`src/sos_pkg.sv`:
```
// Constants, register map and carrier types of the sync output stage.
package sos_pkg;
	// ------------------------------------------------------------
	// Register port geometry.
	// ------------------------------------------------------------
	localparam int unsigned AW = 8; // Address width.
	localparam int unsigned DW = 8; // Data width.
	localparam logic [AW-1:0] ADR_PHASE = 8'h04; // Sampling phase.
	localparam logic [AW-1:0] ADR_VS_CTRL = 8'h14; // Vertical sync control.
	localparam logic [AW-1:0] ADR_VS_DUR = 8'h15; // Vertical sync duration in lines.
	localparam logic [AW-1:0] ADR_SLICE = 8'h1D; // Sliced sync source select.
	localparam logic [AW-1:0] ADR_HS_CTRL = 8'h30; // Horizontal sync polarity.
	localparam logic [AW-1:0] ADR_HS_WIDTH = 8'h31; // Horizontal sync width in cycles.
	localparam logic [AW-1:0] ADR_STATUS = 8'h32; // Read-only status.
	// ------------------------------------------------------------
	// Field positions.
	// ------------------------------------------------------------
	localparam int unsigned VS_DUR_BIT = 1; // Programmed duration when set.
	localparam int unsigned VS_POL_BIT = 2; // Invert vertical sync output when set.
	localparam int unsigned VS_SEP_BIT = 3; // Separated sync when set, else pass through.
	localparam int unsigned HS_POL_BIT = 0; // Invert horizontal sync output when set.
	localparam int unsigned PH_TAP_HI = 4; // Phase bits that pick the delay tap.
	localparam int unsigned PH_TAP_LO = 2;
	localparam int unsigned ST_FIELD_BIT = 0; // Status: odd field.
	localparam int unsigned ST_ADDR_BIT = 1; // Status: captured address bit.
	localparam int unsigned ST_VS_BIT = 2; // Status: vertical sync output level.
	// ------------------------------------------------------------
	// Reset values and sizes.
	// ------------------------------------------------------------
	localparam logic [DW-1:0] RST_ZERO = 8'h00;
	localparam logic [DW-1:0] RST_HS_WIDTH = 8'h20;
	localparam logic [DW-1:0] RST_VS_DUR = 8'h06;
	localparam int unsigned PIPE_DEPTH = 8; // Delay taps for phase shifting.
	localparam int unsigned SEP_CYC = 64; // Broad pulse length that marks vertical sync.
	localparam int unsigned LW = 16; // Line position counter width.
	localparam logic [LW-1:0] LINE_ZERO = 16'h0000;
	localparam logic [LW-1:0] LINE_ONE = 16'h0001;
	// ------------------------------------------------------------
	// Encodings and carriers.
	// ------------------------------------------------------------
	localparam logic [1:0] SL_RAW_EMB = 2'h0; // Raw embedded sync.
	localparam logic [1:0] SL_RAW_HS = 2'h1; // Raw horizontal sync.
	localparam logic [1:0] SL_REGEN = 2'h2; // Regenerated horizontal sync.
	localparam logic [1:0] SL_FILT = 2'h3; // Filtered horizontal sync.
	typedef enum logic [1:0] {STRAP_WAIT = 2'b01, STRAP_DONE = 2'b10} sos_strap_t;
	typedef enum logic [1:0] {VG_IDLE = 2'b01, VG_PULSE = 2'b10} sos_vgen_t;
	typedef struct packed {
		logic [9:0] red;
		logic [9:0] green;
		logic [9:0] blue;
	} sos_pixel_t;
	typedef struct packed {
		sos_pixel_t pix;
		logic clk;
		logic hs;
	} sos_stage_t;
endpackage

```
`src/sos_sync_output_select.sv`:
```
// Sync output stage: regenerated syncs, sliced sync, field flag, address strap.
`timescale 1ns/100ps
// Behaviour
// - Horizontal sync output regenerated, sampling-clock aligned.
// - Software sets horizontal polarity and width.
// - Horizontal sync fixed to data and clock.
// - Vertical output separated or passed through.
// - One bit inverts vertical sync output.
// - Vertical width from source or programmed.
// - Shared pin gives address low bit.
// - Pin sampled at power-up; pull-up gives one.
// - Strap and vertical sync roles independent.
// - Two-bit field picks sliced sync source.
// - Sliced sync only selected, never processed.
// - Field flag shows odd or even field.
// - Phase change shifts data, clock, sync together.
module sos_sync_output_select #(
	parameter int unsigned PIPE_DEPTH = sos_pkg::PIPE_DEPTH,
	parameter int unsigned SEP_CYC = sos_pkg::SEP_CYC
) (
	input wire logic core_clk,
	input wire logic rst,
	input wire logic clk_en,
	input wire logic [sos_pkg::AW-1:0] reg_addr,
	input wire logic [sos_pkg::DW-1:0] reg_wdata,
	input wire logic reg_wr,
	input wire logic reg_rd,
	output logic [sos_pkg::DW-1:0] reg_rdata,
	input wire logic horizontal_sync_in,
	input wire logic embedded_sync_in,
	input wire logic vsync_in,
	input wire logic pixel_clk_in,
	input wire sos_pkg::sos_pixel_t pixel_in,
	input wire logic vsync_or_addr_pin_i,
	output logic vsync_or_addr_pin_o,
	output logic vsync_or_addr_pin_oe_n,
	output logic regen_hsync_out,
	output logic pixel_data_clock_out,
	output sos_pkg::sos_pixel_t pixel_out,
	output logic sliced_sync_out,
	output logic field_odd_out,
	output logic address_lsb_strap
);
	localparam int unsigned TW = $clog2(PIPE_DEPTH); // Tap index width.

	// Rising edge of a level against its previous sample.
	function automatic logic rise(input logic cur, input logic prev);
		return cur & ~prev;
	endfunction

	// ------------------------------------------------------------
	// Register file.
	// ------------------------------------------------------------
	logic [sos_pkg::DW-1:0] phase_r, phase_nxt; // Sampling phase.
	logic [sos_pkg::DW-1:0] vs_ctrl_r, vs_ctrl_nxt; // Vertical sync control.
	logic [sos_pkg::DW-1:0] vs_dur_r, vs_dur_nxt; // Vertical duration in lines.
	logic [1:0] slice_r, slice_nxt; // Sliced sync source.
	logic [sos_pkg::DW-1:0] hs_ctrl_r, hs_ctrl_nxt; // Horizontal polarity.
	logic [sos_pkg::DW-1:0] hs_width_r, hs_width_nxt; // Horizontal width.
	logic [sos_pkg::DW-1:0] rdata_nxt; // Read data for the next cycle.
	logic field_r; // Odd field flag.
	logic strap_r; // Captured address bit.
	logic vsync_out_r; // Vertical sync output level.

	// Decodes writes into the control registers and reads into the data word.
	always_comb begin
		phase_nxt = phase_r;
		vs_ctrl_nxt = vs_ctrl_r;
		vs_dur_nxt = vs_dur_r;
		slice_nxt = slice_r;
		hs_ctrl_nxt = hs_ctrl_r;
		hs_width_nxt = hs_width_r;
		rdata_nxt = sos_pkg::RST_ZERO;
		if (reg_wr) begin
			unique case (reg_addr)
				sos_pkg::ADR_PHASE: phase_nxt = reg_wdata;
				sos_pkg::ADR_VS_CTRL: vs_ctrl_nxt = reg_wdata;
				sos_pkg::ADR_VS_DUR: vs_dur_nxt = reg_wdata;
				sos_pkg::ADR_SLICE: slice_nxt = reg_wdata[1:0];
				sos_pkg::ADR_HS_CTRL: hs_ctrl_nxt = reg_wdata;
				sos_pkg::ADR_HS_WIDTH: hs_width_nxt = reg_wdata;
				default: begin
					// Unmapped or read-only addresses ignore writes.
				end
			endcase
		end
		if (reg_rd) begin
			unique case (reg_addr)
				sos_pkg::ADR_PHASE: rdata_nxt = phase_r;
				sos_pkg::ADR_VS_CTRL: rdata_nxt = vs_ctrl_r;
				sos_pkg::ADR_VS_DUR: rdata_nxt = vs_dur_r;
				sos_pkg::ADR_SLICE: rdata_nxt = {6'h00, slice_r};
				sos_pkg::ADR_HS_CTRL: rdata_nxt = hs_ctrl_r;
				sos_pkg::ADR_HS_WIDTH: rdata_nxt = hs_width_r;
				sos_pkg::ADR_STATUS: begin
					rdata_nxt[sos_pkg::ST_FIELD_BIT] = field_r;
					rdata_nxt[sos_pkg::ST_ADDR_BIT] = strap_r;
					rdata_nxt[sos_pkg::ST_VS_BIT] = vsync_out_r;
				end
				default: begin
					// Unmapped addresses read as zero.
				end
			endcase
		end
	end

	// Registers the control state; read data stand only in the cycle after a read.
	always_ff @(posedge core_clk or posedge rst) begin
		if (rst) begin
			phase_r <= sos_pkg::RST_ZERO;
			vs_ctrl_r <= sos_pkg::RST_ZERO;
			vs_dur_r <= sos_pkg::RST_VS_DUR;
			slice_r <= sos_pkg::SL_RAW_EMB;
			hs_ctrl_r <= sos_pkg::RST_ZERO;
			hs_width_r <= sos_pkg::RST_HS_WIDTH;
			reg_rdata <= sos_pkg::RST_ZERO;
		end else if (clk_en) begin
			phase_r <= phase_nxt;
			vs_ctrl_r <= vs_ctrl_nxt;
			vs_dur_r <= vs_dur_nxt;
			slice_r <= slice_nxt;
			hs_ctrl_r <= hs_ctrl_nxt;
			hs_width_r <= hs_width_nxt;
			reg_rdata <= rdata_nxt;
		end
	end

	// ------------------------------------------------------------
	// Sync processing.
	// ------------------------------------------------------------
	logic hs_smp_r, hs_smp_nxt; // Previous raw horizontal sample.
	logic hs_filt_r, hs_filt_nxt; // Glitch-filtered horizontal sync.
	logic regen_r, regen_nxt; // Regenerated horizontal sync, active high.
	logic [sos_pkg::DW-1:0] hs_cnt_r, hs_cnt_nxt; // Remaining pulse cycles.
	logic [sos_pkg::LW-1:0] pos_r, pos_nxt; // Cycles since line start.
	logic [sos_pkg::LW-1:0] len_r, len_nxt; // Last measured line length.
	logic [sos_pkg::LW-1:0] emb_cnt_r, emb_cnt_nxt; // Embedded sync pulse length.
	logic sep_vs_r, sep_vs_nxt; // Vertical sync separated from composite.
	logic vs_src_prev_r; // Previous vertical source level.
	logic vs_src; // Selected vertical sync source.
	logic hs_rise; // Line start.
	logic vs_rise; // Field start.
	sos_pkg::sos_vgen_t vg_st_r, vg_st_nxt; // Programmed-duration generator.
	logic [sos_pkg::DW-1:0] vg_cnt_r, vg_cnt_nxt; // Lines left in the pulse.
	logic field_nxt;
	logic vsync_out_nxt;

	// Regenerates horizontal sync, separates vertical sync and tracks the field.
	always_comb begin
		hs_smp_nxt = horizontal_sync_in;
		// A level is accepted only after two equal samples.
		hs_filt_nxt = (horizontal_sync_in == hs_smp_r) ? hs_smp_r : hs_filt_r;
		hs_rise = rise(hs_filt_nxt, hs_filt_r);
		regen_nxt = regen_r;
		hs_cnt_nxt = hs_cnt_r;
		if (hs_rise) begin
			regen_nxt = 1'b1;
			hs_cnt_nxt = (hs_width_r == sos_pkg::RST_ZERO) ? sos_pkg::RST_ZERO :
				hs_width_r - 8'h01;
		end else if (hs_cnt_r != sos_pkg::RST_ZERO) begin
			hs_cnt_nxt = hs_cnt_r - 8'h01;
		end else begin
			regen_nxt = 1'b0;
		end
		pos_nxt = hs_rise ? sos_pkg::LINE_ZERO : pos_r + sos_pkg::LINE_ONE;
		len_nxt = hs_rise ? pos_r : len_r;
		// A broad embedded sync pulse marks the vertical interval.
		if (!embedded_sync_in) begin
			emb_cnt_nxt = sos_pkg::LINE_ZERO;
		end else if (emb_cnt_r != {sos_pkg::LW{1'b1}}) begin
			emb_cnt_nxt = emb_cnt_r + sos_pkg::LINE_ONE;
		end else begin
			emb_cnt_nxt = emb_cnt_r;
		end
		sep_vs_nxt = embedded_sync_in && (emb_cnt_r >= sos_pkg::LW'(SEP_CYC));
		vs_src = vs_ctrl_r[sos_pkg::VS_SEP_BIT] ? sep_vs_r : vsync_in;
		vs_rise = rise(vs_src, vs_src_prev_r);
		vg_st_nxt = vg_st_r;
		vg_cnt_nxt = vg_cnt_r;
		unique case (vg_st_r)
			sos_pkg::VG_IDLE: begin
				if (vs_rise && vs_ctrl_r[sos_pkg::VS_DUR_BIT]) begin
					vg_st_nxt = sos_pkg::VG_PULSE;
					vg_cnt_nxt = vs_dur_r;
				end
			end
			sos_pkg::VG_PULSE: begin
				// The pulse lasts the programmed number of lines.
				if (vg_cnt_r == sos_pkg::RST_ZERO || !vs_ctrl_r[sos_pkg::VS_DUR_BIT]) begin
					vg_st_nxt = sos_pkg::VG_IDLE;
				end else if (hs_rise) begin
					vg_cnt_nxt = vg_cnt_r - 8'h01;
				end
			end
			default: begin
				vg_st_nxt = sos_pkg::VG_IDLE;
			end
		endcase
		if (vs_ctrl_r[sos_pkg::VS_DUR_BIT]) begin
			vsync_out_nxt = vg_st_nxt == sos_pkg::VG_PULSE;
		end else begin
			vsync_out_nxt = vs_src;
		end
		vsync_out_nxt = vsync_out_nxt ^ vs_ctrl_r[sos_pkg::VS_POL_BIT];
		// A field starting in the first half of a line is the odd one.
		field_nxt = vs_rise ? (pos_r < (len_r >> 1)) : field_r;
	end

	// Registers the sync processing state.
	always_ff @(posedge core_clk or posedge rst) begin
		if (rst) begin
			hs_smp_r <= 1'b0;
			hs_filt_r <= 1'b0;
			regen_r <= 1'b0;
			hs_cnt_r <= sos_pkg::RST_ZERO;
			pos_r <= sos_pkg::LINE_ZERO;
			len_r <= sos_pkg::LINE_ZERO;
			emb_cnt_r <= sos_pkg::LINE_ZERO;
			sep_vs_r <= 1'b0;
			vs_src_prev_r <= 1'b0;
			vg_st_r <= sos_pkg::VG_IDLE;
			vg_cnt_r <= sos_pkg::RST_ZERO;
			vsync_out_r <= 1'b0;
			field_r <= 1'b0;
		end else if (clk_en) begin
			hs_smp_r <= hs_smp_nxt;
			hs_filt_r <= hs_filt_nxt;
			regen_r <= regen_nxt;
			hs_cnt_r <= hs_cnt_nxt;
			pos_r <= pos_nxt;
			len_r <= len_nxt;
			emb_cnt_r <= emb_cnt_nxt;
			sep_vs_r <= sep_vs_nxt;
			vs_src_prev_r <= vs_src;
			vg_st_r <= vg_st_nxt;
			vg_cnt_r <= vg_cnt_nxt;
			vsync_out_r <= vsync_out_nxt;
			field_r <= field_nxt;
		end
	end

	// ------------------------------------------------------------
	// Output stage, phase delay and address strap.
	// ------------------------------------------------------------
	sos_pkg::sos_stage_t pipe_r [PIPE_DEPTH]; // Common delay line.
	sos_pkg::sos_stage_t pipe_nxt [PIPE_DEPTH];
	logic [TW-1:0] tap; // Selected delay tap.
	sos_pkg::sos_strap_t strap_st_r, strap_st_nxt;
	logic strap_nxt;
	logic slice_nxt_out;

	// Data, clock and horizontal sync share one delay line and one tap.
	always_comb begin
		pipe_nxt[0] = '{pix: pixel_in, clk: pixel_clk_in, hs: regen_r};
		for (int i = 1; i < PIPE_DEPTH; i++) begin
			pipe_nxt[i] = pipe_r[i-1];
		end
		tap = TW'(phase_r[sos_pkg::PH_TAP_HI:sos_pkg::PH_TAP_LO]);
		// The sliced output is a bare selection with no further shaping.
		unique case (slice_r)
			sos_pkg::SL_RAW_EMB: slice_nxt_out = embedded_sync_in;
			sos_pkg::SL_RAW_HS: slice_nxt_out = horizontal_sync_in;
			sos_pkg::SL_REGEN: slice_nxt_out = regen_r;
			sos_pkg::SL_FILT: slice_nxt_out = hs_filt_r;
		endcase
		// The pin is released and read once, then driven with vertical sync.
		strap_st_nxt = sos_pkg::STRAP_DONE;
		strap_nxt = (strap_st_r == sos_pkg::STRAP_WAIT) ? vsync_or_addr_pin_i : strap_r;
	end

	// Registers the delay line, the outputs and the strap.
	always_ff @(posedge core_clk or posedge rst) begin
		if (rst) begin
			for (int i = 0; i < PIPE_DEPTH; i++) begin
				pipe_r[i] <= '0;
			end
			pixel_out <= '0;
			pixel_data_clock_out <= 1'b0;
			regen_hsync_out <= 1'b0;
			sliced_sync_out <= 1'b0;
			field_odd_out <= 1'b0;
			strap_st_r <= sos_pkg::STRAP_WAIT;
			strap_r <= 1'b0;
			address_lsb_strap <= 1'b0;
			vsync_or_addr_pin_o <= 1'b0;
			vsync_or_addr_pin_oe_n <= 1'b1;
		end else if (clk_en) begin
			pipe_r <= pipe_nxt;
			pixel_out <= pipe_r[tap].pix;
			pixel_data_clock_out <= pipe_r[tap].clk;
			regen_hsync_out <= pipe_r[tap].hs ^ hs_ctrl_r[sos_pkg::HS_POL_BIT];
			sliced_sync_out <= slice_nxt_out;
			field_odd_out <= field_nxt;
			strap_st_r <= strap_st_nxt;
			strap_r <= strap_nxt;
			address_lsb_strap <= strap_nxt;
			vsync_or_addr_pin_o <= vsync_out_nxt;
			vsync_or_addr_pin_oe_n <= 1'b0;
		end
	end

	// ------------------------------------------------------------
	// Checks.
	// ------------------------------------------------------------
	regen_start_a: assert property (@(posedge core_clk) disable iff (rst)
		clk_en && hs_rise |=> regen_r)
		else $error("regenerated sync did not start at line start");
	align_tap_a: assert property (@(posedge core_clk) disable iff (rst)
		$past(clk_en) |-> pixel_data_clock_out == $past(pipe_r[tap].clk) &&
		pixel_out == $past(pipe_r[tap].pix))
		else $error("data and clock left the common tap");
	vs_pass_a: assert property (@(posedge core_clk) disable iff (rst)
		$past(clk_en && !vs_ctrl_r[sos_pkg::VS_SEP_BIT] && !vs_ctrl_r[sos_pkg::VS_DUR_BIT])
		|-> vsync_out_r == $past(vsync_in ^ vs_ctrl_r[sos_pkg::VS_POL_BIT]))
		else $error("vertical sync pass through wrong");
	vs_pulse_a: assert property (@(posedge core_clk) disable iff (rst)
		$past(clk_en) && vg_st_r == sos_pkg::VG_PULSE && $past(vs_ctrl_r[sos_pkg::VS_DUR_BIT])
		|-> vsync_out_r != $past(vs_ctrl_r[sos_pkg::VS_POL_BIT]))
		else $error("programmed vertical pulse not active");
	strap_cap_a: assert property (@(posedge core_clk) disable iff (rst)
		!rst && clk_en && strap_st_r == sos_pkg::STRAP_WAIT
		|=> address_lsb_strap == $past(vsync_or_addr_pin_i))
		else $error("address strap not captured");
	strap_hold_a: assert property (@(posedge core_clk) disable iff (rst)
		$past(strap_st_r == sos_pkg::STRAP_DONE) |-> $stable(address_lsb_strap))
		else $error("address strap changed after capture");
	pin_drive_a: assert property (@(posedge core_clk) disable iff (rst)
		strap_st_r == sos_pkg::STRAP_DONE |-> !vsync_or_addr_pin_oe_n)
		else $error("shared pin not driven after strap capture");
	slice_raw_a: assert property (@(posedge core_clk) disable iff (rst)
		$past(clk_en && slice_r == sos_pkg::SL_RAW_HS)
		|-> sliced_sync_out == $past(horizontal_sync_in))
		else $error("sliced sync not the raw horizontal input");
	field_set_a: assert property (@(posedge core_clk) disable iff (rst)
		clk_en && vs_rise |=> field_odd_out == $past(pos_r < (len_r >> 1)))
		else $error("field flag wrong at field start");
endmodule

```
`config.mk`:
```
export PLATFORM = sky130hd
export DESIGN_NAME = sos_sync_output_select
export DESIGN_NICKNAME = d
export VERILOG_FILES = /design/src/sos_pkg.sv /design/src/sos_sync_output_select.sv
export SDC_FILE = /design/constraint.sdc
export NUM_CORES = 1
export LEC_CHECK = 0
export BUFFER_PORTS_ARGS = -buffer_cell sky130_fd_sc_hd__buf_4
export CORE_ASPECT_RATIO = 0.9
export CORE_UTILIZATION = 50
export CTS_CLUSTER_DIAMETER = 200
export CTS_CLUSTER_SIZE = 25
export DETAILED_ROUTE_END_ITERATION = 12
export PLACE_DENSITY_LB_ADDON = 0.15
export SETUP_SLACK_MARGIN = 0.2
export SYNTH_ARGS = -nofsm -noshare
export SYNTH_HDL_FRONTEND = slang
export SYNTH_SLANG_ARGS = --single-unit
```
`constraint.sdc`:
```
create_clock -name core_clk -period 16.85 [get_ports core_clk]
set_input_delay 2.5275 -clock core_clk [delete_from_list [all_inputs] [get_ports core_clk]]
set_output_delay 2.5275 -clock core_clk [all_outputs]
set_load 0.01 [all_outputs]
```
==> flow_summary.ini <==
[sta]
tns_ns = 0
tightest_slew_ns = 1.02
slew_headroom = 0.322
whs_ns = 0.480
fin_crit_ns = 4.60
period_share = 0.273
finalSetupViolCount = 0
finClkSkew_ns = 0.0215
rsz0062_at_grt = no
fmax_mhz = 218
drv_slew = 0
finalHoldViolations = 0

[global_route]
grt_max_degree = 193
grt_pass1_vias = 11239
grt_use_met3 = 0.0208
grtUsageMet1 = 0.282
antenna_found_initial = 0
grt_pass1_wl_mm = 59.8
grt_use_met2 = 0.291
grt_usage = 0.186
overflow = 0
busiest_layer = met2

[logic_synthesis]
synth.avg_cell_area_um2 = 13.6
ys_warn_count = 0
ys_types = 73
synth.cell_area_um2 = 19000
yosys.cell_count.top_type = dfrtp_1
yosysSeqAreaShare = 0.546
synthCells = 1401
synthArstFlopShare = 1.00
synth_area_leader_cell = dfrtp_1
synthFlopType = dfrtp_1
synth_fp_nets = 1481
yosys.area.top_type_share = 0.539
ys_seq_elements = 414
yosys-top-cells-count = 409 x dfrtp_1, 261 x mux2_2, 78 x nor2_1
synth-edff-count = 0
synthTopCellsByArea = dfrtp_1 54%, mux2_2 15%, mux4_2 7.7%, mux2_1 2.4%, mux2i_1 2.3%

[pwr]
intPower_mw = 1.72
seq_power_share = 0.578
p_leak_nw = 8.73
power_switching_uw = 639
power.density_nw_per_um2 = 114
p_clk_frac = 0.229
switching_share = 0.271
comb_power_share = 0.194
ir_worst_vdd_mv = 0.0683

[floorplanning]
core_area_um2 = 37300
dieArea_um2 = 38800
num_rows = 67
io_pins = 101
start_util = 0.509
dieWidth_um = 207
die_y_um = 187

[cts]
tritoncts = done
cts_max_level = 1
numCtsBuffers = 20
cts-root-buf = clkbuf_16
cts_resized = 0
cts.reportedPaths.clkPinSlew_ns = 0.11
hold_buffers = 0
cts_post_setup_buffers_inserted = 0
clock_sinks = 414
cts_buffer_depth = 3
clkLatencyLatePin_ns = 0.53

[layout]
regArea_um2 = 10400
fin_util = 0.555
final_nets = 1539
nFillCells = 3066
antenna_cells = 0
area_growth_pct = 9.04
drive_gt1_frac = 0.334
multiInputGateArea_um2 = 8170
finalInstanceArea_um2 = 20700

[job]
drv_cap = 0

[outcome]
status = complete, no violations

[placement]
place_hpwl_mm = 22.0
placed_area_um2 = 20100
io_buffer_count = 100
gp_congestion = 0.809

[critical_path]
cp-end-kind = async pin
criticalPathCategory = in -> async
worst-path-max-fanout = 115
worstPathArrival_ns = 5.02
crit_required_ns = 17.27
startpoint_type = input pin

[routing]
routedWlPerCell_um = 18.0
routed_wl_mm = 35.1
num_vias = 11193
drtIter0Drc = 590
viasPerCell = 5.74
ant_nets = 0
drc = 0
dr.pass1.iters = 5

[worst_hold_path]
hp-class = reg -> reg
==> cell usage in the layout, fill, tap and decap left out, drive strengths merged, types with 4 or more instances in the layout <==
master,netlist,layout
dfrtp,409,409
mux2,302,302
buf,22,111
nor2,78,78
mux4,65,65
nand2,61,61
o21ai,58,58
a21oi,53,53
mux2i,44,44
inv,36,36
clkbuf,53,28
nand3,25,25
ha,24,24
nor3,17,17
o2bb2ai,15,15
xnor2,13,13
xor2,11,11
a21o,11,11
or3,8,8
o22ai,8,8
nand4,7,7
and3,7,7
nor2b,5,5
a221oi,5,5
o31ai,5,5
dfstp,5,5
or2,5,5
nor3b,4,4
or4,4,4
nor4,4,4
==> path summary, 6_finish.rpt <==
path	end	slack (ns)	cells past startpoint	start
min	strap_st_r[1]	0.48	1	strap_st_r[1]
max in group core_clk	pos_r[15]	12.28	7	clk_en
max	phase_r[2]	12.25	4	rst
max reg2reg	pixel_out[1]	14.17	4	phase_r[2]
min reg2reg	strap_st_r[1]	0.48	1	strap_st_r[1]
min in group asynchronous	sliced_sync_out	2.13	2	rst
==> registers in the layout, indices dropped and copies added (netlist names), 2 cells and up <==
name / cells
strap_st_r: 2
phase_r: 8
vs_dur_r: 8
slice_r: 2
emb_cnt_r: 16
len_r: 15
reg_rdata: 8
pixel_out: 30
pipe_r: 32
hs_ctrl_r: 8
hs_cnt_r: 8
pos_r: 16
vs_ctrl_r: 8
pipe_nxt: 224
hs_width_r: 8
vg_cnt_r: 8
vg_st_r: 2
==> cells by family (layout without fill, tap and decap cells) <==
logic type	after synthesis	count (layout)	share of synthesized area
DFF	414	414	0.546
muxes	411	411	0.280
and+or+nand+nor	237	237	0.0626
AOI/OAI and AO/OA	180	180	0.0605
buffers and inverters	111	176	0.0244
adders and majority gates	24	24	0.0158
xor gates and xnor gates	24	24	0.0111
==> power by group through the flow <==
stage	Combinational (mW)	Sequential [mW]	Clock, mW
floorplan	0.368	1.33	0
global placement	0.450	1.37	0
detailed placement	0.462	1.38	0
CTS	0.465	1.36	0.562
global route	0.508	1.40	0.595
finish	0.457	1.36	0.538
==> routing by layer <==
layer / up-vias / routed length [um]
met5: - / 0
met4: 0 / 694
met3: 37 / 891
met2: 131 / 16000
met1: 5779 / 17500
li1: 5246 / -
==> stage by stage <==
stage	power, mW	setup WS [ns]	std cells
after detailed placement	1.84	11.45	1920
after floorplan	1.70	2.81	1401
after global routing	2.50	11.70	1949
after CTS	2.39	12.05	1949
after global placement	1.82	11.46	1920
final	2.36	12.25	1949
==> cell type report <==
| type | count | share of cell area |
|---|---|---|
| well taps | 483 | 0.0292 |
| multi-input cells | 876 | 0.394 |
| inverters | 36 | 0.00689 |
| clock buffers | 28 | 0.0266 |
| repair buffers | 111 | 0.0412 |
| clock inverters | 1 | 0.000786 |
| flip-flops and latches | 414 | 0.501 |
==> worst max-delay path: stages <==
cell and delay, ns:
buf_4 0.13, inv_8 0.52, buf_4 0.81, buf_4 0.89
Power figures use the tool's default switching activity.
